[config.mk]
export PLATFORM = sky130hd
export DESIGN_NAME = fesm_seq
export DESIGN_NICKNAME = d
export VERILOG_FILES = /design/src/fesm_pkg.sv /design/src/fesm_key_cmp.sv /design/src/fesm_seq.sv
export VERILOG_INCLUDE_DIRS = /design/src
export SDC_FILE = /design/constraint.sdc
export NUM_CORES = 1
export LEC_CHECK = 0
export BUFFER_PORTS_ARGS = -buffer_cell sky130_fd_sc_hd__buf_4
export CORE_UTILIZATION = 50
export CTS_BUF_LIST = sky130_fd_sc_hd__clkbuf_8
export DETAILED_ROUTE_END_ITERATION = 12
export GPL_ROUTABILITY_DRIVEN = 0
export PLACE_DENSITY = 0.85
export SYNTH_ARGS = -nofsm -noshare
export SYNTH_HDL_FRONTEND = slang
export SYNTH_SLANG_ARGS = --single-unit
[constraint.sdc]
create_clock -name clock -period 3 [get_ports clock]
set_input_delay 0.15 -clock clock [delete_from_list [all_inputs] [get_ports clock]]
set_output_delay 0.15 -clock clock [all_outputs]
set_load 0.02 [all_outputs]
[src/fesm_map.svh]
// offsets, encodings and field positions for the flash erase, security and margin sequencer
`ifndef FESM_MAP_SVH
`define FESM_MAP_SVH

// command codes, carried in the upper byte of word 0
`define FESM_CMD_ERASE_BLOCK  8'h09
`define FESM_CMD_ERASE_SECTOR 8'h0A
`define FESM_CMD_UNSECURE     8'h0B
`define FESM_CMD_VERIFY_KEY   8'h0C
`define FESM_CMD_SET_MARGIN   8'h0D

// field positions inside word 0
`define FESM_CODE_HI 15
`define FESM_CODE_LO 8
`define FESM_BLK_HI  1
`define FESM_BLK_LO  0

// last command word index expected at launch
`define FESM_LAST_IDX_ERASE_BLOCK  3'h1
`define FESM_LAST_IDX_ERASE_SECTOR 3'h1
`define FESM_LAST_IDX_UNSECURE     3'h0
`define FESM_LAST_IDX_VERIFY_KEY   3'h4
`define FESM_LAST_IDX_SET_MARGIN   3'h1

// block select codes of global address bits 17:16
`define FESM_BLK_PFLASH 2'h3
`define FESM_BLK_DFLASH 2'h0

// back-door key enable field value that allows the key command
`define FESM_BACKDOOR_KEY_ENABLE_FIELD_ON 2'h2

// margin setting words
`define FESM_MARGIN_NORMAL 16'h0000
`define FESM_MARGIN_LEVEL1 16'h0001
`define FESM_MARGIN_LEVEL0 16'h0002

// bit positions in the command availability mask
`define FESM_AVAIL_ERASE_BLOCK  0
`define FESM_AVAIL_ERASE_SECTOR 1
`define FESM_AVAIL_UNSECURE     2
`define FESM_AVAIL_VERIFY_KEY   3
`define FESM_AVAIL_SET_MARGIN   4

// reset values
`define FESM_RST_IDX 3'h0
`define FESM_RST_WORD 16'h0000

`endif

[src/fesm_pkg.sv]
// types shared by the flash erase, security and margin sequencer
package fesm_pkg;

  typedef enum logic [1:0] {
    FESM_ST_IDLE  = 2'b00,
    FESM_ST_CHECK = 2'b01,
    FESM_ST_ERASE = 2'b10
  } fesm_state_t;

  typedef enum logic [1:0] {
    FESM_ER_BLOCK  = 2'b00,
    FESM_ER_SECTOR = 2'b01,
    FESM_ER_ALL    = 2'b10
  } fesm_erase_kind_t;

  typedef enum logic [1:0] {
    FESM_MG_NORMAL     = 2'b00,
    FESM_MG_ERASED     = 2'b01,
    FESM_MG_PROGRAMMED = 2'b10
  } fesm_margin_t;

endpackage

[src/fesm_key_cmp.sv]
// back-door key comparator: four supplied words against the stored key
module fesm_key_cmp #(
  parameter int WORDS = 4
) (
  input  wire logic [15:0]         key_word [WORDS],
  input  wire logic [16*WORDS-1:0] stored_key,
  output logic                     key_match
);
  import fesm_pkg::*;

  logic [WORDS-1:0] word_eq;

  // key 0 sits in the low word of the stored key, the lowest address
  genvar gi;
  generate
    for (gi = 0; gi < WORDS; gi++)
    begin : g_word
      assign word_eq[gi] = (key_word[gi] == stored_key[16*gi +: 16]);
    end
  endgenerate

  assign key_match = &word_eq;

endmodule

[src/fesm_seq.sv]
// command sequencer for block erase, sector erase, unsecure, back-door key and user margin
`include "fesm_map.svh"

// What this block does
// - erase-block is 0x09, block bits, address word
// - erase block, verify, then set complete flag
// - erase-block access error: index, block, alignment
// - unavailable command in mode sets access error
// - protected area in block sets protection flag
// - verify errors set verify and uncorrectable flags
// - sector-erase is 0x0A, block bits, address
// - erase sector, verify, then set complete
// - sector misaligned is access error; protected violation
// - unsecure 0x0B erases all, releases on pass
// - unsecure verify fail keeps security, sets flag
// - any protected area blocks unsecure
// - key command 0x0C, last index four
// - key enable field must be binary 10
// - full key match releases security, completes
// - mismatch locks key command until reset
// - margin command 0x0D sets future reads
// - data margin data only; program margins both
// - margin word 0 normal, 1 level1, 2 level0
// - level1 toward erased, level0 toward programmed
// - margin access error: index, block, setting
module fesm_seq (
  input  wire logic                    clock,
  input  wire logic                    reset_n,
  input  wire logic                    cmd_word_wr,
  input  wire logic [2:0]              command_word_index,
  input  wire logic [15:0]             cmd_word_wr_data,
  input  wire logic                    cmd_launch,
  input  wire logic                    access_error_clear,
  input  wire logic                    protection_violation_clear,
  input  wire logic [4:0]              cmd_enable_mask,
  input  wire logic [1:0]              backdoor_key_enable_field,
  input  wire logic [63:0]             stored_key_words,
  input  wire logic                    target_block_protected,
  input  wire logic                    target_sector_protected,
  input  wire logic                    pflash_protected_any,
  input  wire logic                    dflash_protected_any,
  input  wire logic                    erase_done,
  input  wire logic                    erase_verify_error,
  input  wire logic                    erase_verify_uncorrectable,
  output logic                         command_complete_flag,
  output logic                         access_error_flag,
  output logic                         protection_violation_flag,
  output logic                         verify_error_flag,
  output logic                         verify_uncorrectable_flag,
  output logic                         security_released,
  output logic                         backdoor_locked,
  output logic                         erase_req,
  output fesm_pkg::fesm_erase_kind_t   erase_kind,
  output logic [1:0]                   erase_block,
  output logic [15:0]                  erase_addr,
  output fesm_pkg::fesm_margin_t       pflash_read_margin,
  output fesm_pkg::fesm_margin_t       dflash_read_margin
);
  import fesm_pkg::*;

  // ==========================================================
  // command object storage
  // ==========================================================
  logic [15:0]      words_q [5];
  logic [2:0]       last_idx_q;
  fesm_state_t      state_q;
  logic             command_complete_flag_q;
  logic             access_error_flag_q;
  logic             protection_violation_flag_q;
  logic             mg1_q;
  logic             mg0_q;
  logic             released_q;
  logic             locked_q;
  logic             ereq_q;
  fesm_erase_kind_t ekind_q;
  logic [1:0]       eblk_q;
  logic [15:0]      eaddr_q;
  fesm_margin_t     pmargin_q;
  fesm_margin_t     dmargin_q;

  // writes while a command runs are dropped; software must not issue them
  wire word_we = cmd_word_wr & command_complete_flag_q & (command_word_index <= 3'h5 - 3'h1);

  genvar gw;
  generate
    for (gw = 0; gw < 5; gw++)
    begin : g_words
      always_ff @(posedge clock or negedge reset_n)
      begin
        if (!reset_n)
          words_q[gw] <= `FESM_RST_WORD;
        else if (word_we && command_word_index == 3'(gw))
          words_q[gw] <= cmd_word_wr_data;
      end
    end
  endgenerate

  always_ff @(posedge clock or negedge reset_n)
  begin
    if (!reset_n)
      last_idx_q <= `FESM_RST_IDX;
    else if (word_we)
      last_idx_q <= command_word_index;
  end

  // ==========================================================
  // command decode and checks
  // ==========================================================
  wire [7:0]  code      = words_q[0][`FESM_CODE_HI:`FESM_CODE_LO];
  wire [1:0]  blk       = words_q[0][`FESM_BLK_HI:`FESM_BLK_LO];
  wire [15:0] setting   = words_q[1];
  wire is_blk_erase     = (code == `FESM_CMD_ERASE_BLOCK);
  wire is_sec_erase     = (code == `FESM_CMD_ERASE_SECTOR);
  wire is_unsecure      = (code == `FESM_CMD_UNSECURE);
  wire is_key           = (code == `FESM_CMD_VERIFY_KEY);
  wire is_margin        = (code == `FESM_CMD_SET_MARGIN);
  wire is_known         = is_blk_erase | is_sec_erase | is_unsecure | is_key | is_margin;
  wire blk_is_p         = (blk == `FESM_BLK_PFLASH);
  wire blk_is_d         = (blk == `FESM_BLK_DFLASH);
  wire blk_valid        = blk_is_p | blk_is_d;

  // availability in the current operating mode, one mask bit per command
  wire avail = (is_blk_erase & cmd_enable_mask[`FESM_AVAIL_ERASE_BLOCK])
             | (is_sec_erase & cmd_enable_mask[`FESM_AVAIL_ERASE_SECTOR])
             | (is_unsecure  & cmd_enable_mask[`FESM_AVAIL_UNSECURE])
             | (is_key       & cmd_enable_mask[`FESM_AVAIL_VERIFY_KEY])
             | (is_margin    & cmd_enable_mask[`FESM_AVAIL_SET_MARGIN]);

  // phrase alignment on program array, word alignment on data array
  wire blk_misalign = blk_is_p ? (setting[2:0] != 3'h0) : setting[0];
  wire sec_misalign = (setting[2:0] != 3'h0);

  wire err_blk = is_blk_erase & ((last_idx_q != `FESM_LAST_IDX_ERASE_BLOCK) | ~blk_valid | blk_misalign);
  wire err_sec = is_sec_erase & ((last_idx_q != `FESM_LAST_IDX_ERASE_SECTOR) | ~blk_is_p | sec_misalign);
  wire err_uns = is_unsecure & (last_idx_q != `FESM_LAST_IDX_UNSECURE);
  wire backdoor_key_enable_field_ok = (backdoor_key_enable_field == `FESM_BACKDOOR_KEY_ENABLE_FIELD_ON);
  wire err_key = is_key & ((last_idx_q != `FESM_LAST_IDX_VERIFY_KEY) | ~backdoor_key_enable_field_ok | locked_q);
  wire margin_ok = (setting == `FESM_MARGIN_NORMAL) | (setting == `FESM_MARGIN_LEVEL1)
                 | (setting == `FESM_MARGIN_LEVEL0);
  wire err_mar = is_margin & ((last_idx_q != `FESM_LAST_IDX_SET_MARGIN) | ~blk_valid | ~margin_ok);

  // unknown codes are refused as an access error too
  wire acc_err = ~is_known | ~avail | err_blk | err_sec | err_uns | err_key | err_mar;

  wire prot_err = (is_blk_erase & target_block_protected)
                | (is_sec_erase & target_sector_protected)
                | (is_unsecure & (pflash_protected_any | dflash_protected_any));

  // key words live at indices one through four
  logic        key_match;
  logic [15:0] key_word [4];
  assign key_word[0] = words_q[1];
  assign key_word[1] = words_q[2];
  assign key_word[2] = words_q[3];
  assign key_word[3] = words_q[4];

  fesm_key_cmp #(
    .WORDS      (4)
  ) u_key_cmp (
    .key_word   (key_word),
    .stored_key (stored_key_words),
    .key_match  (key_match)
  );

  // margin word to read level: level1 toward erased, level0 toward programmed
  wire fesm_margin_t new_margin = (setting == `FESM_MARGIN_LEVEL1) ? FESM_MG_ERASED :
                                  (setting == `FESM_MARGIN_LEVEL0) ? FESM_MG_PROGRAMMED :
                                  FESM_MG_NORMAL;

  // ==========================================================
  // sequencer
  // ==========================================================
  // a launch while an error flag stands is ignored, as the flags must be cleared first
  wire launch   = cmd_launch & command_complete_flag_q & ~access_error_flag_q & ~protection_violation_flag_q;
  wire in_check = (state_q == FESM_ST_CHECK);
  wire go_ok    = in_check & ~acc_err & ~prot_err;
  wire start_er = go_ok & (is_blk_erase | is_sec_erase | is_unsecure);
  wire key_go   = go_ok & is_key;
  wire mar_go   = go_ok & is_margin;
  wire er_fin   = (state_q == FESM_ST_ERASE) & erase_done;
  wire ver_bad  = erase_verify_error | erase_verify_uncorrectable;

  // hardware sets win over software clears in the same cycle
  wire acc_set = (in_check & acc_err) | (key_go & ~key_match);
  wire fpv_set = in_check & ~acc_err & prot_err;
  wire acc_d   = acc_set | (access_error_flag_q & ~access_error_clear);
  wire fpv_d   = fpv_set | (protection_violation_flag_q & ~protection_violation_clear);

  always_ff @(posedge clock or negedge reset_n)
  begin
    if (!reset_n)
      state_q <= FESM_ST_IDLE;
    else
      unique case (state_q)
        FESM_ST_IDLE:  state_q <= launch ? FESM_ST_CHECK : FESM_ST_IDLE;
        FESM_ST_CHECK: state_q <= start_er ? FESM_ST_ERASE : FESM_ST_IDLE;
        FESM_ST_ERASE: state_q <= erase_done ? FESM_ST_IDLE : FESM_ST_ERASE;
        default:       state_q <= FESM_ST_IDLE;
      endcase
  end

  // complete flag drops on launch, rises when the operation ends
  always_ff @(posedge clock or negedge reset_n)
  begin
    if (!reset_n)
      command_complete_flag_q <= 1'b1;
    else if (launch)
      command_complete_flag_q <= 1'b0;
    else if ((in_check & ~start_er) | er_fin)
      command_complete_flag_q <= 1'b1;
  end

  always_ff @(posedge clock or negedge reset_n)
  begin
    if (!reset_n)
    begin
      access_error_flag_q <= 1'b0;
      protection_violation_flag_q <= 1'b0;
    end
    else
    begin
      access_error_flag_q <= acc_d;
      protection_violation_flag_q <= fpv_d;
    end
  end

  // verify flags clear on launch and report the post-erase verify
  always_ff @(posedge clock or negedge reset_n)
  begin
    if (!reset_n)
    begin
      mg1_q <= 1'b0;
      mg0_q <= 1'b0;
    end
    else if (launch)
    begin
      mg1_q <= 1'b0;
      mg0_q <= 1'b0;
    end
    else if (er_fin)
    begin
      mg1_q <= erase_verify_error;
      mg0_q <= erase_verify_uncorrectable;
    end
  end

  // security release and key lockout; only reset ends the lockout
  always_ff @(posedge clock or negedge reset_n)
  begin
    if (!reset_n)
    begin
      released_q <= 1'b0;
      locked_q   <= 1'b0;
    end
    else
    begin
      if ((er_fin & (ekind_q == FESM_ER_ALL) & ~ver_bad) | (key_go & key_match))
        released_q <= 1'b1;
      if (key_go & ~key_match)
        locked_q <= 1'b1;
    end
  end

  // erase target latched at launch so protection lookup sees it during the check
  always_ff @(posedge clock or negedge reset_n)
  begin
    if (!reset_n)
    begin
      eblk_q  <= 2'h0;
      eaddr_q <= 16'h0000;
      ekind_q <= FESM_ER_BLOCK;
    end
    else if (launch)
    begin
      eblk_q  <= blk;
      eaddr_q <= setting;
      ekind_q <= is_unsecure ? FESM_ER_ALL : (is_sec_erase ? FESM_ER_SECTOR : FESM_ER_BLOCK);
    end
  end

  always_ff @(posedge clock or negedge reset_n)
  begin
    if (!reset_n)
      ereq_q <= 1'b0;
    else if (start_er)
      ereq_q <= 1'b1;
    else if (er_fin)
      ereq_q <= 1'b0;
  end

  // program array margin applies to both arrays, data array margin to data only
  always_ff @(posedge clock or negedge reset_n)
  begin
    if (!reset_n)
    begin
      pmargin_q <= FESM_MG_NORMAL;
      dmargin_q <= FESM_MG_NORMAL;
    end
    else if (mar_go)
    begin
      dmargin_q <= new_margin;
      if (blk_is_p)
        pmargin_q <= new_margin;
    end
  end

  assign command_complete_flag     = command_complete_flag_q;
  assign access_error_flag         = access_error_flag_q;
  assign protection_violation_flag = protection_violation_flag_q;
  assign verify_error_flag         = mg1_q;
  assign verify_uncorrectable_flag = mg0_q;
  assign security_released         = released_q;
  assign backdoor_locked           = locked_q;
  assign erase_req                 = ereq_q;
  assign erase_kind                = ekind_q;
  assign erase_block               = eblk_q;
  assign erase_addr                = eaddr_q;
  assign pflash_read_margin        = pmargin_q;
  assign dflash_read_margin        = dmargin_q;

  // ==========================================================
  // assertions
  // ==========================================================
  a_erase_holds_command_complete_flag: assert property (@(posedge clock) disable iff (!reset_n)
    ereq_q |-> !command_complete_flag_q) else $error("complete flag high during erase");
  a_erase_done_command_complete_flag: assert property (@(posedge clock) disable iff (!reset_n)
    (state_q == FESM_ST_ERASE && erase_done) |=> command_complete_flag_q && !ereq_q) else $error("erase end did not complete");
  a_blk_index_err: assert property (@(posedge clock) disable iff (!reset_n)
    (in_check && is_blk_erase && last_idx_q != 3'h1) |=> access_error_flag_q && command_complete_flag_q && !ereq_q)
    else $error("bad erase index not refused");
  a_avail_err: assert property (@(posedge clock) disable iff (!reset_n)
    (in_check && !avail) |=> access_error_flag_q ##1 $stable(released_q)) else $error("unavailable command ran");
  a_blk_protect: assert property (@(posedge clock) disable iff (!reset_n)
    (in_check && is_blk_erase && !acc_err && target_block_protected) |=> protection_violation_flag_q && !ereq_q)
    else $error("protected block erased");
  a_verify_flags: assert property (@(posedge clock) disable iff (!reset_n)
    (state_q == FESM_ST_ERASE && erase_done) |=> mg1_q == $past(erase_verify_error) && mg0_q == $past(erase_verify_uncorrectable))
    else $error("verify flags wrong");
  a_sec_align: assert property (@(posedge clock) disable iff (!reset_n)
    (in_check && is_sec_erase && setting[2:0] != 3'h0) |=> access_error_flag_q) else $error("misaligned sector accepted");
  a_unsec_fail: assert property (@(posedge clock) disable iff (!reset_n)
    (state_q == FESM_ST_ERASE && erase_done && ekind_q == FESM_ER_ALL && erase_verify_error) |=> $stable(released_q))
    else $error("security released after failed verify");
  a_backdoor_key_enable_field_check: assert property (@(posedge clock) disable iff (!reset_n)
    (in_check && is_key && backdoor_key_enable_field != 2'h2) |=> access_error_flag_q && $stable(locked_q))
    else $error("disabled key command compared");
  a_key_lockout: assert property (@(posedge clock) disable iff (!reset_n)
    (in_check && is_key && locked_q) |=> access_error_flag_q && $stable(released_q)) else $error("locked key command ran");
  a_dmargin_only: assert property (@(posedge clock) disable iff (!reset_n)
    (mar_go && blk_is_d) |=> $stable(pmargin_q) && dmargin_q == $past(new_margin))
    else $error("data margin touched program reads");

endmodule

## After elaboration in Yosys (flattened, before gate mapping)

Index checks and enable logic that the tools add are counted.

| storage, ports and cells | value |
|---|---|
| flip-flop bits (word level) | 117 |
| bits in latches | 0 |
| bits in writable memories | 0 |
| ROM bits | 0 |
| bits of input ports | 103 |
| output and inout port bits | 32 |
| logic and storage cells | 157 |
| memories | 0 |

| operators by class | value |
|---|---|
| add/sub/neg operators | 0 |
| multiply operators | 0 |
| divide/modulo/power cells | 0 |
| order comparisons | 1 |
| equal/unequal tests | 22 |
| shift operators | 0 |
| mux-type cells | 17 |
| bitwise gates (word level) | 81 |
| reductions and logical operators | 16 |

Operators by type and width:

| operator | number |
|---|---|
| 16-bit equality test | 4 |
| 8-bit by 4-bit equality test with 1-bit output (second input constant) | 5 |
| 1-bit AND | 33 |
| 1-bit bitwise OR | 33 |
| 16-bit by 1-bit equality test with 1-bit output (second input constant) | 1 |
| 16-bit by 2-bit equality test with 1-bit output (second input constant) | 1 |
| 16-bit logical NOT | 1 |
| 1-bit inverter | 15 |
| 1-bit 2-to-1 mux | 11 |
| 2-bit 2-to-1 mux | 5 |
| 2-bit equality test (second input constant) | 4 |
| 3-bit by 2-bit equality test with 1-bit output (second input constant) | 2 |
| 2-bit one-hot mux with 3 select lines | 1 |
| 2-bit nonzero test | 3 |
| 3-bit nonzero test | 2 |
| 1-bit logical AND | 5 |
| 2-bit logical NOT | 2 |
| 4-bit AND reduction | 1 |
| 3-bit by 1-bit equality test with 1-bit output (second input constant) | 1 |
| 3-bit equality test (second input constant) | 1 |
| 3-bit less-or-equal comparator (second input constant) | 1 |
| 3-bit logical NOT | 1 |
| 3-bit by 1-bit != test with 1-bit output (second input constant) | 1 |
| 3-bit != test (second input constant) | 1 |
| 2 further kinds | 2 |

## Longest topological paths before layout

Gate-level depths: netlist of run 1.

| logic depth | value |
|---|---|
| word-level depth | 22 |
| mapped depth | 6 |
| depth with buffers taken out | 6 |

## Modules after synthesis

Synthesis of run 1 repeated with hierarchy kept, for this count alone.

| unflattened totals | value |
|---|---|
| cells, all modules | 454 |
| area total of the unflattened synthesis | 5,317.6 µm² |

By module, submodules not included:

| module | times used | cells an instance | area each (µm²) | sequential area each (µm²) |
|---|---|---|---|---|
| fesm_seq | 1 | 369 | 4,619.4 | 2,778.9 |
| fesm_key_cmp | 1 | 85 | 698.2 | 0.0 |

## Worst setup path before layout of run 1

No wires, ideal clock.

| timing path | value |
|---|---|
| path type | register to register |
| from | reg words_q (netlist bit blk[0]) |
| to | reg pmargin_q[0] (netlist: pflash_read_margin[0]) |
| setup time | 128 ps |
| arrival | 2,271 ps |
| required time | 2,872 ps |
| slack | 601 ps |
| stages on the path, launching flop included | 7 |
| buffers on the path | 0 |
| clock period less this slack | 2,399 ps |
| cell sequence | dfrtp_1 ha_1 or4b_4 a21oi_2 or4b_4 nor4_2 mux2_1 |

| between the ends | value |
|---|---|
| word-level cells in the longest chain between the ends | 16 |
| elaborated cells between the ends (all ways) | 24 |
| those cells by class | eq/ne (1); mux (1); bitwise (20); reduce/logical (2) |

Ends and longest elaborated chain:

| element | line | text |
|---|---|---|
| start, declared | fesm_seq.sv:64 | `logic [15:0] words_q [5];` |
| start signal, assigned by index | fesm_seq.sv:91 | `` words_q[gw] <= `FESM_RST_WORD; `` |
| start signal, assigned by index | fesm_seq.sv:93 | `words_q[gw] <= cmd_word_wr_data;` |
| 2-bit equality test (no line) / 2-bit logical NOT (equally long branches) | n/a |  |
| 1-bit bitwise OR | fesm_seq.sv:120 | `wire blk_valid = blk_is_p \| blk_is_d;` |
| 1-bit inverter | fesm_seq.sv:133, fesm_seq.sv:140 |  |
| 1-bit bitwise OR | fesm_seq.sv:133, fesm_seq.sv:140 |  |
| 1-bit bitwise OR | fesm_seq.sv:133 | `` wire err_blk = is_blk_erase & ((last_idx_q != `FESM_LAST_IDX_ERASE_BLOCK) \| ~blk_valid \| blk_misalign); `` |
| 1-bit AND | fesm_seq.sv:133 |  |
| 1-bit bitwise OR (5 in a row) | fesm_seq.sv:143 | `wire acc_err = ~is_known \| ~avail \| err_blk \| err_sec \| err_uns \| err_key \| err_mar;` |
| 1-bit inverter | fesm_seq.sv:176 | `wire go_ok = in_check & ~acc_err & ~prot_err;` |
| 1-bit AND (2 in a row) | fesm_seq.sv:176 |  |
| 1-bit AND | fesm_seq.sv:179 | `wire mar_go = go_ok & is_margin;` |
| 2-bit AND reduction (no line) (*) | n/a |  |
| end signal, assigned | fesm_seq.sv:303 | `pmargin_q <= new_margin;` |
| end, declared | fesm_seq.sv:78 | `fesm_margin_t pmargin_q;` |

Mark *: on every way between the ends. The rest lies on a longest branch, timed or not.
A chain may end at the register's enable or synchronous reset.

## Final worst setup path of run 1

| timing path | value |
|---|---|
| from | reg words_q (netlist bit blk[0]) |
| to | reg pmargin_q[1] (netlist: pflash_read_margin[1]) |

Same word-level chain as after synthesis.

==> summary.md, run 1 <==
| Metric | Value |
|---|---|
| Status | finished, final reports clean |
| Peak VDD IR | roughly 450 uV |
| H-tree levels | 3 |
| # IOs | approximately 140 |
| Clock root cell | clkbuf_8 |
| Critical Path Stages | 6 |
| Yosys cell types | 43 |
| Max-slew violation count | 0 |
| Critical path capture point | pflash_read_margin[1] |
| Tmin final | about 2.5 ns |
| CTS tree | yes |
| Synth Instances | 454 |
| Post-CTS Setup Inserts | 0 |
| Initial cell density of the core | 51.4% |
| Die X | about 100 um |
| Reg2reg setup slack | 0.46 ns |
| Skew-Pair Late Insertion Delay | 0.38 ns |
| Wire per inst | about 19 um |
| Internal power | around 3.5 mW |
| Final ANT Viol Nets | 0 |
| Clock skew | around 0.016 ns |
| Area grow syn2layout | 25.8% |
| Die height | between 100 and 150 um |
| Total CTS buffers | 9 |
| Met1 usage | ~34% |
| Final period utilization | ~85% |
| Largest net degree at the start of global routing | around 70 |
| Leakage power | between 3 and 4 nW |
| Hpwl dp | between 10000 and 15000 um |
| Finish-stage setup viols | 0 |
| Slowest cell on the critical path | or4b_4 |
| Fmax | between 0.3 and 0.4 GHz |
| Post-synth net total | around 560 |
| WS Path Type | reg2reg |
| Via/cell ratio | roughly 5.6 |
| Max Cap Viol | 0 |
| Avg Inst Size Synth | between 10 and 15 sq um |
| Nets | roughly 700 |
| Iter 0 DRT Violations | roughly 180 |
| Comb power frac | approximately 35% |
| Mapped cell area | ~0.0053 sq mm |
| Row count | 37 |
| Post-place setup slack | ~0.48 ns |
| Met2 global-route usage | ~43% |
| Relative slew slack | a little over two fifths |
| TNS Setup | 0 ns |
| CP Max Fanout | 3 |
| Diode count | 0 |
| Fraction of registers with async set or reset after synthesis | 100% |
| Sequential share of the synthesized area | 52.4% |
| Vias | around 4000 |
| Nature of the critical path endpoint | flop |
| CP dominant cell by count | or4b_4 |
| Total core area | roughly 0.010 sq mm |
| Synth Warn # | 0 |
| DR DRC count | 0 |
| CP Data Required Time | between 3 and 4 ns |
| FF+latch count, synth | approximately 110 |
| Worst setup SP type | flop |
| 1st-pass router iterations | 4 |
| Reg2Reg Capture Point | pflash_read_margin[1] |
| P per Cell Area | about 830 mW/mm^2 |
| Clock Sinks | 111 |
| Layout cells sized above 1 | 40.6% |
| Worst path cell trace | ha_1, or4b_4, a21oi_2, or4b_4, nor4_2, mux2_1 |
| Final Util | 64.6% |
| Met3 usage | between 5 and 6% |
| Sequential share of power | 49.8% |
| Switching part of the total | 37.0% |
| Primary FF master, synth | dfrtp_1 |
| Critical Path AT | 2.80 ns |
| Most Used Layer, Global Route | met2 |
| Worst setup path start | blk[0] |
| CP peak stage delay | 0.49 ns |
| Fin. Hold Viols | 0 |
| Worst-case clock buffer depth | 2 |
| Initial antenna violation count | 0 |
| Slew @ Worst Pin | about 0.85 ns |
| Die area | between 0.01 and 0.015 sq mm |
| Final worst setup slack | approximately 0.46 ns |
| Clock power frac | between 15 and 20% |
| DRT Wirelength | between 10000 and 15000 um |
| Number of synthesized flops with an enable pin | 0 |
| Hold crit path type | in2reg |
| RSZ-0062 raised after global routing | no |
| Grt total ovfl | 0 |
| Vias in the first global route | between 4000 and 5000 |
| All-Layer GR Usage | 25.9% |
| Worst path buffer plus inverter count | 0 |
| Worst reg-to-reg path cell count | 6 |
| Wire length of the first global-routing pass | 21700 um |
| FF-to-FF Start | blk[0] |
| I/O Buffers | 134 |
| Worst-path clk slew | about 0.11 ns |
| P_sw | between 2 and 2.5 mW |
| Cell family with most CP delay | simple AND/OR/NAND/NOR gates |
## power by group through the flow
stage | combinational, mW | sequential [mW] | clock, mW
floorplan | 1.22 | 2.72 | 0
CTS | 1.93 | 2.76 | 0.874
detailed placement | 1.92 | 2.79 | 0
global placement | 1.85 | 2.73 | 0
global route | 2.11 | 2.85 | 0.928
finish | 1.92 | 2.76 | 0.867
## per-layer routing
metal / wire length, um / vias up
met5: 0 / -
met1: 5850 / 2020
met3: 896 / 29
met2: 6520 / 174
met4: 335 / 0
li1: - / 1863
## layout make-up
class                           instances  area, sq um
Fill cell                             813         3660
Inverter                                3         11.3
Multi-Input combinational cell        326         2450
Clock inverter                          6         48.8
Tap cell                              136          170
Clock buffer                           10          138
Sequential cell                       111         2780
Timing Repair Buffer                  140         1070
## worst min path at each step
stage | cells past startpoint | to | from | slack [ns]
final | 2 | key_word[35] | cmd_word_wr_data[3] | 0.03
after global routing | 2 | key_word[35] | cmd_word_wr_data[3] | 0.02
after floorplan | 0 | access_error_flag | reset_n | -0.15
after CTS | 2 | key_word[35] | cmd_word_wr_data[3] | 0.02
after global placement | 1 | dflash_read_margin[1] | reset_n | 0.18
after detailed placement | 1 | dflash_read_margin[1] | reset_n | 0.18
## cells by family after synthesis
kind of cell / Yosys count / synth area share (%)
simple gates: 152 / 14.6
flops: 111 / 52.4
mux: 80 / 16.9
xor+xnor: 64 / 10.6
compound gates: 29 / 3.92
buf+inv: 17 / 1.27
fa+ha+maj: 1 / 0.236
## layout by cell type (no fill, tap or decap), drive strengths merged, types with 2 or more instances in the layout
cell | netlist | final
buf | 4 | 139
dfrtp | 110 | 110
mux2 | 78 | 78
nand2 | 71 | 71
xor2 | 64 | 64
nor4 | 23 | 23
nor2 | 19 | 19
clkbuf | 10 | 10
a21oi | 7 | 7
nand4 | 6 | 6
nor3b | 6 | 6
inv | 3 | 6
nand3 | 4 | 4
nand2b | 4 | 4
o21ai | 4 | 4
o31ai | 4 | 4
nor3 | 4 | 4
a211oi | 3 | 3
nor2b | 3 | 3
nor4b | 3 | 3
a21o | 3 | 3
o41ai | 3 | 3
or4b | 3 | 3
clkinv | 0 | 3
mux2i | 2 | 2
or2 | 2 | 2
## synthesized netlist by cell type (all sizes together) (2+ instances only)
cell type | count | area, sq um
or4b | 3 | 37.5
nand4 | 6 | 37.5
dfrtp | 110 | 2750
clkbuf | 10 | 37.5
a21o | 3 | 22.5
nor2b | 3 | 18.8
nand3 | 4 | 20.0
mux2 | 78 | 878
nor3b | 6 | 45.0
a21oi | 7 | 38.8
o21ai | 4 | 20.0
nand2 | 71 | 267
nor3 | 4 | 25.0
a211oi | 3 | 22.5
o31ai | 4 | 30.0
buf | 4 | 18.8
nor4b | 3 | 26.3
mux2i | 2 | 20.0
inv | 3 | 11.3
xor2 | 64 | 561
nor4 | 23 | 156
nand2b | 4 | 25.0
o41ai | 3 | 26.3
or2 | 2 | 12.5
nor2 | 19 | 71.3
## flip-flops by register name, summed over array words and instances (netlist names), 2 cells and up
signal	cells
pflash_read_margin	2
dflash_read_margin	2
setting	16
last_idx_q	3
code	8
erase_block	2
blk	2
erase_addr	16
erase_kind	2
state_q	2
key_word	48
## metrics by stage
step | std cells | hold slack (ns) | area, sq um | power, mW
2_1_floorplan | 454 | -0.146 | 5300 | 3.94
3_3_place_gp | 715 | 0.176 | 6470 | 4.58
3_5_place_dp | 715 | 0.183 | 6470 | 4.71
4_1_cts | 732 | 0.0224 | 6670 | 5.56
5_1_grt | 732 | 0.0182 | 6670 | 5.88
6_report | 732 | 0.0305 | 6670 | 5.55
## what timing repair did
| item | 4_1_cts | 5_1_grt |
|---|---|---|
| resized for setup | 0 | 0 |
| hold buffers | 1 | 0 |
| endpoints found under the hold margin | 40 | 0 |
Note: power is estimated with default switching activity, not from simulation.
==> inputs of run 2 (changes only) <==
--- a/config.mk
+++ b/config.mk
@@ -11,7 +11,7 @@
 export CTS_BUF_LIST = sky130_fd_sc_hd__clkbuf_8
 export DETAILED_ROUTE_END_ITERATION = 12
 export GPL_ROUTABILITY_DRIVEN = 0
-export PLACE_DENSITY = 0.85
+export PLACE_DENSITY = 0.88
 export SYNTH_ARGS = -nofsm -noshare
 export SYNTH_HDL_FRONTEND = slang
 export SYNTH_SLANG_ARGS = --single-unit
==> constraint.sdc (replaced) <==
create_clock -name clock -period 2.2 [get_ports clock]
set_input_delay 0.11 -clock clock [delete_from_list [all_inputs] [get_ports clock]]
set_output_delay 0.11 -clock clock [all_outputs]
set_load 0.02 [all_outputs]
==> summary.md, run 2 (synthesis gave the netlist of run 1 again) <==
| Metric | Value |
|---|---|
| Total CTS buffers | 9 (unchanged) |
| WHS | 0.00418 ns (was 0.0305 ns) |
| CP dominant cell by count | or4b_4 (unchanged) |
| Fillers | 721 (was 813) |
| Max reg flops | 48 (unchanged) |
| Final Util | 68.5% (was 64.6%) |
| DRT Wirelength | 14300 um (was 13600 um) |
| 1st-pass router iterations | 6 (was 4) |
| Violated checks | negative setup slack |
| Hold crit path type | in2reg (unchanged) |
| Slowest cell on the critical path | or4b_4 (unchanged) |
| Relative slew slack | 62.6% (was 43.1%) |
| Nature of the critical path endpoint | flop (unchanged) |
| Grt total ovfl | 0 (unchanged) |
| Worst setup SP type | flop (unchanged) |
| P_sw | 2.98 mW (was 2.05 mW) |
| # IOs | 135 (unchanged) |
| Final ANT Viol Nets | 0 (unchanged) |
| Peak VDD IR | 603 uV (was 454 uV) |
| Post-place setup slack | -0.288 ns (was 0.476 ns) |
| Critical Path AT | 2.79 ns (was 2.80 ns) |
| Internal power | 5.06 mW (was 3.49 mW) |
| Diode count | 0 (unchanged) |
| Clock root cell | clkbuf_8 (unchanged) |
| CP Data Required Time | 2.47 ns (was 3.26 ns) |
| Placed cell areas | 0.00671 sq mm (was 0.00647 sq mm) |
| WS Path Type | reg2reg (unchanged) |
| CP peak stage delay | 0.52 ns (was 0.49 ns) |
| Initial cell density of the core | 51.4% (unchanged) |
| Fmax | 0.397 GHz (was 0.393 GHz) |
| Max-slew violation count | 0 (unchanged) |
| Row count | 37 (unchanged) |
| Skew-Pair Late Insertion Delay | 0.38 ns (about the same) |
| Via/cell ratio | 5.56 (was 5.58) |
| Worst path cell trace | ha_1, or4b_4, a21oi_2, or4b_4, nor3_4, mux2_4 (was ha_1, or4b_4, a21oi_2, or4b_4, nor4_2, mux2_1) |
| Iter 0 DRT Violations | 237 (was 182) |
| Initial antenna violation count | 0 (unchanged) |
| Nets | 732 (was 695) |
| Worst path buffer plus inverter count | 0 (unchanged) |
| Switching part of the total | 37.1% (was 37.0%) |
| P per Cell Area | 1140 mW/mm^2 (was 832 mW/mm^2) |
| Status | complete, but fails checks (was finished, final reports clean) |
| Cell family with most CP delay | simple AND/OR/NAND/NOR gates (unchanged) |
| Finished Layout Cells | 769 (was 732) |
| Layout cells sized above 1 | 45.0% (was 40.6%) |
| Leakage power | 3.38 nW (was 3.18 nW) |
| Largest net degree at the start of global routing | 38 (was 71) |
| Area grow syn2layout | 33.5% (was 25.8%) |
| Worst-path clk slew | 0.11 ns (about the same) |
| CTS tree | yes (unchanged) |
| Slew @ Worst Pin | 0.560 ns (was 0.851 ns) |
| Placed cell count | 746 (was 715) |
| Fin. Hold Viols | 0 (unchanged) |
| I/O Buffers | 134 (unchanged) |
| CP Max Fanout | 2 (was 3) |
| Die X | 105 um (unchanged) |
| Total power | 8.05 mW (was 5.55 mW) |
| Worst-case clock buffer depth | 2 (unchanged) |
| Wire length of the first global-routing pass | 22700 um (was 21700 um) |
| Max Cap Viol | 0 (unchanged) |
| Hpwl dp | 10600 um (was 10400 um) |
| Final worst setup slack | -0.319 ns (was 0.457 ns) |
| Comb power frac | 40.3% (was 34.5%) |
| Clock Sinks | 111 (unchanged) |
| Die height | 105 um (unchanged) |
| Sequential share of power | 45.4% (was 49.8%) |
| Vias in the first global route | 4414 (was 4272) |
| Clock power frac | 14.3% (was 15.6%) |
| Tmin final | 2.52 ns (was 2.54 ns) |
| Final instance area | 0.00708 sq mm (was 0.00667 sq mm) |
| Total core area | 0.0103 sq mm (unchanged) |
| All-Layer GR Usage | 27.2% (was 25.9%) |
| DR DRC count | 0 (unchanged) |
| TNS Setup | -2.63 ns (was 0 ns) |
| Wire per inst | 18.6 um (about the same) |
| Multi-input logic area | 0.00257 sq mm (was 0.00245 sq mm) |
| H-tree levels | 3 (unchanged) |
| Final period utilization | 115% (was 84.8%) |
| Die area | 0.0110 sq mm (unchanged) |
| Sequential cell area | 0.00278 sq mm (unchanged) |
| Vias | 4279 (was 4086) |
| Most frequent cells in the layout | buf_4, dfrtp_1, mux2_2 (unchanged) |
| Finish-stage setup viols | 11 (was 0) |
| Commonest non-fill, non-tap cell in the layout | buf_4 (unchanged) |
| RSZ-0062 raised after global routing | yes (was no) |
| Clock skew | 0.0110 ns (was 0.0159 ns) |
-- run 2: cell types whose count changed in the layout (fill, tap and decap cells not counted), sizes merged --
cell,before,now
dlygate4sd3,1,4
clkinv,3,2
buf,139,173
clkbuf,10,9
clkinvlp,0,2
-- run 2: path summary, 6_finish.rpt --
| check | cells after the start | end | slack (ns) | startpoint |
|---|---|---|---|---|
| max | 6 | dflash_read_margin[0] | -0.32 | blk[0] |
| min | 3 | verify_error_flag | 0.004 | erase_verify_error |
| max reg2reg | 6 | dflash_read_margin[0] | -0.32 | blk[0] |
| min reg2reg | 1 | state_q[0] | 0.49 | state_q[1] |
| max in group asynchronous | 3 | erase_addr[8] | 1.28 | reset_n |
| min in group asynchronous | 2 | dflash_read_margin[0] | 0.25 | reset_n |
-- run 2: what timing repair did --
item / CTS / global route
pin swaps: 4 / 1
hold buffers: 3 / 1
setup buffers: 2 / 1
resized for setup: 14 / 6
endpoints found under the setup margin: 8 / 11
hold endpoints to repair: 36 / 2
-- run 2: final cells by class --
class / instances / area share, %
Clock buffer: 9 / 1.75
Clock inverter: 7 / 0.831
Inverter: 3 / 0.159
Multi-Input combinational cell: 326 / 36.4
Sequential cell: 111 / 39.3
Tap cell: 136 / 2.40
Timing Repair Buffer: 177 / 19.2
-- run 2: worst min-delay path, cell delays in order --
cell     delay (ns)
buf_4          0.11
nand2_1        0.05
a21oi_1        0.07
-- run 2: layer usage --
| metal | GRT usage [%] | routed length [um] |
|---|---|---|
| met5 | 0 | 0 |
| met3 | 4.68 | 996 |
| met4 | 10.2 | 320 |
| met2 | 47.0 | 7350 |
| met1 | 34.1 | 5640 |
-- run 2: power groups by stage --
stage                     logic (mW)  clock network (mW)  registers, mW
after detailed placement        3.07                   0           3.68
final                           3.25                1.15           3.65
after CTS                       3.19                1.17           3.65
after floorplan                 1.67                   0           3.71
after global placement          2.97                   0           3.61
after global routing            3.52                1.24           3.76
==> inputs of run 3 (changes only) <==
--- a/config.mk
+++ b/config.mk
@@ -6,12 +6,12 @@
 export SDC_FILE = /design/constraint.sdc
 export NUM_CORES = 1
 export LEC_CHECK = 0
-export BUFFER_PORTS_ARGS = -buffer_cell sky130_fd_sc_hd__buf_4
+export BUFFER_PORTS_ARGS = -buffer_cell sky130_fd_sc_hd__clkbuf_2
 export CORE_UTILIZATION = 50
 export CTS_BUF_LIST = sky130_fd_sc_hd__clkbuf_8
 export DETAILED_ROUTE_END_ITERATION = 12
 export GPL_ROUTABILITY_DRIVEN = 0
-export PLACE_DENSITY = 0.88
+export PLACE_DENSITY = 0.85
 export SYNTH_ARGS = -nofsm -noshare
 export SYNTH_HDL_FRONTEND = slang
 export SYNTH_SLANG_ARGS = --single-unit
==> constraint.sdc (replaced) <==
create_clock -name clock -period 2.82 [get_ports clock]
set_input_delay 0.141 -clock clock [delete_from_list [all_inputs] [get_ports clock]]
set_output_delay 0.141 -clock clock [all_outputs]
set_load 0.02 [all_outputs]
==> summary.md, run 3 (synthesis gave the netlist of run 1 again) <==
| Metric | Value |
|---|---|
| # IOs | 135 (unchanged) |
| P per Cell Area | 913 mW/mm^2 (was 1140 mW/mm^2) |
| Leakage power | 3.11 nW (was 3.38 nW) |
| Via/cell ratio | 5.56 (about the same) |
| WHS | 0.0167 ns (was 0.00418 ns) |
| Max-slew violation count | 0 (unchanged) |
| Sequential cell area | 0.00278 sq mm (unchanged) |
| Initial cell density of the core | 51.4% (unchanged) |
| DR DRC count | 0 (unchanged) |
| Worst setup path start | blk[0] (unchanged) |
| Final period utilization | 90.5% (was 115%) |
| Reg2Reg Capture Point | pflash_read_margin[0] (was dflash_read_margin[0]) |
| Fin. Hold Viols | 0 (unchanged) |
| Post-cts resize count | 0 (was 14) |
| Relative slew slack | 44.8% (was 62.6%) |
| TNS Setup | 0 ns (was -2.63 ns) |
| Worst reg-to-reg path cell count | 6 (unchanged) |
| WS Path Type | reg2reg (unchanged) |
| Hold path start | erase_verify_error (unchanged) |
| Final ANT Viol Nets | 0 (unchanged) |
| 1st-pass router iterations | 4 (was 6) |
| Wire per inst | 18.7 um (was 18.6 um) |
| All-Layer GR Usage | 26.5% (was 27.2%) |
| Die area | 0.0110 sq mm (unchanged) |
| Diode count | 0 (unchanged) |
| Clock Sinks | 111 (unchanged) |
| Reg2reg setup slack | 0.27 ns (was -0.32 ns) |
| Hold crit path type | in2reg (unchanged) |
| CTS tree | yes (unchanged) |
| Die X | 105 um (unchanged) |
| Nets | 698 (was 732) |
| Grt total ovfl | 0 (unchanged) |
| Finish-stage setup viols | 0 (was 11) |
| Clock root cell | clkbuf_8 (unchanged) |
| Vias | 4081 (was 4279) |
| I/O Buffers | 134 (unchanged) |
| Worst-path clk slew | 0.09 ns (was 0.11 ns) |
| FF-to-FF Start | blk[0] (unchanged) |
| Worst-case clock buffer depth | 2 (unchanged) |
| Critical Path AT | 2.80 ns (was 2.79 ns) |
| Skew-Pair Late Insertion Delay | 0.37 ns (was 0.38 ns) |
| Post-CTS Setup Inserts | 0 (was 2) |
| Final worst setup slack | 0.268 ns (was -0.319 ns) |
| Multi-input logic area | 0.00245 sq mm (was 0.00257 sq mm) |
| Hold Crit Depth | 3 (unchanged) |
| Row count | 37 (unchanged) |
| Peak VDD IR | 450 uV (was 603 uV) |
| Total core area | 0.0103 sq mm (unchanged) |
| Slew @ Worst Pin | 0.828 ns (was 0.560 ns) |
| Wire length of the first global-routing pass | 22000 um (was 22700 um) |
| CP Data Required Time | 3.07 ns (was 2.47 ns) |
| Post-place setup slack | 0.283 ns (was -0.288 ns) |
| Largest net degree at the start of global routing | 51 (was 38) |
| Commonest non-fill, non-tap cell in the layout | clkbuf_2 (was buf_4) |
| Nature of the critical path endpoint | flop (unchanged) |
| CP Max Fanout | 3 (was 2) |
| CTS hold repair buffers | 2 (was 3) |
| Worst setup SP type | flop (unchanged) |
| Max Cap Viol | 0 (unchanged) |
| Worst Hold End | verify_error_flag (unchanged) |
| Initial antenna violation count | 0 (unchanged) |
| Total CTS buffers | 9 (unchanged) |
| H-tree levels | 3 (unchanged) |
| DRT Wirelength | 13700 um (was 14300 um) |
| Status | finished, final reports clean (was complete, but fails checks) |
| Fillers | 847 (was 721) |
| Fmax | 0.392 GHz (was 0.397 GHz) |
| RSZ-0062 raised after global routing | no (was yes) |
| Die height | 105 um (unchanged) |
| Iter 0 DRT Violations | 270 (was 237) |
| Layout cells sized above 1 | 40.3% (was 45.0%) |
| Clock skew | 0.00795 ns (was 0.0110 ns) |
| Hpwl dp | 10400 um (was 10600 um) |
| Area grow syn2layout | 19.8% (was 33.5%) |
| Vias in the first global route | 4339 (was 4414) |
| Most frequent cells in the layout | clkbuf_2, dfrtp_1, mux2_2 (was buf_4, dfrtp_1, mux2_2) |
| Max reg flops | 48 (unchanged) |
| Tmin final | 2.55 ns (was 2.52 ns) |
[run 3: cell types whose count changed in the layout (fill, tap and decap cells not counted), moves of 2 or more]
cell and change:
dlygate4sd3_1 -2, clkinv_2 +2, o31ai_1 +3, o31ai_2 -2, o41ai_2 -2, o41ai_1 +3, mux2_4 -2, buf_4 -163
buf_6 -2, nor3_4 -2, clkbuf_2 +133, mux2_2 +2, clkinv_4 -2, inv_8 -2
[run 3: routing by layer]
layer | wire length, um | global-route usage (%) | part of all wire [%]
met1 | 5760 | 34.6 | 42
met2 | 6650 | 44.2 | 49
met3 | 984 | 5.30 | 7.2
met4 | 300 | 9.26 | 2.2
met5 | 0 | 0 | 0
[run 3: final cells by class]
cell class | count | share of cell area [%]
multi-input cells | 326 | 38.6
repair buffers | 143 | 11.9
well taps | 136 | 2.68
clock buffers | 9 | 1.95
inverters | 3 | 0.177
flip-flops and latches | 111 | 43.7
clock inverters | 6 | 0.867
[run 3: how the worst max path moves through the flow]
stage,to,slack [ns],cells past startpoint
final,pflash_read_margin[0],0.27,6
after global routing,pflash_read_margin[0],0.19,6
after CTS,pflash_read_margin[0],0.27,6
after detailed placement,pflash_read_margin[0],0.28,6
after global placement,pflash_read_margin[0],0.36,6
after floorplan,pflash_read_margin[0],0.42,6
[run 3: metrics by stage]
step	instances	cell area [sq um]	util, %	power [mW]
2_1_floorplan	454	5300	-	4.19
3_3_place_gp	717	6150	59.6	4.75
3_5_place_dp	717	6150	59.6	4.90
4_1_cts	734	6350	61.5	5.81
5_1_grt	734	6350	61.5	6.17
6_report	734	6350	61.5	5.80
[run 3: worst max-delay path: stages (launching register included)]
cell and delay, ns:
dfrtp_1 0.41, ha_1 0.30, or4b_4 0.50, a21oi_2 0.14, or4b_4 0.49, nor4_2 0.23
mux2_1 0.36
[run 3: power by group]
part	internal (mW)	switching [mW]	leakage, nW
combinational	0.967	0.974	1.63
sequential	2.29	0.663	1.38
clock	0.397	0.509	0.0975
total	3.65	2.15	3.11
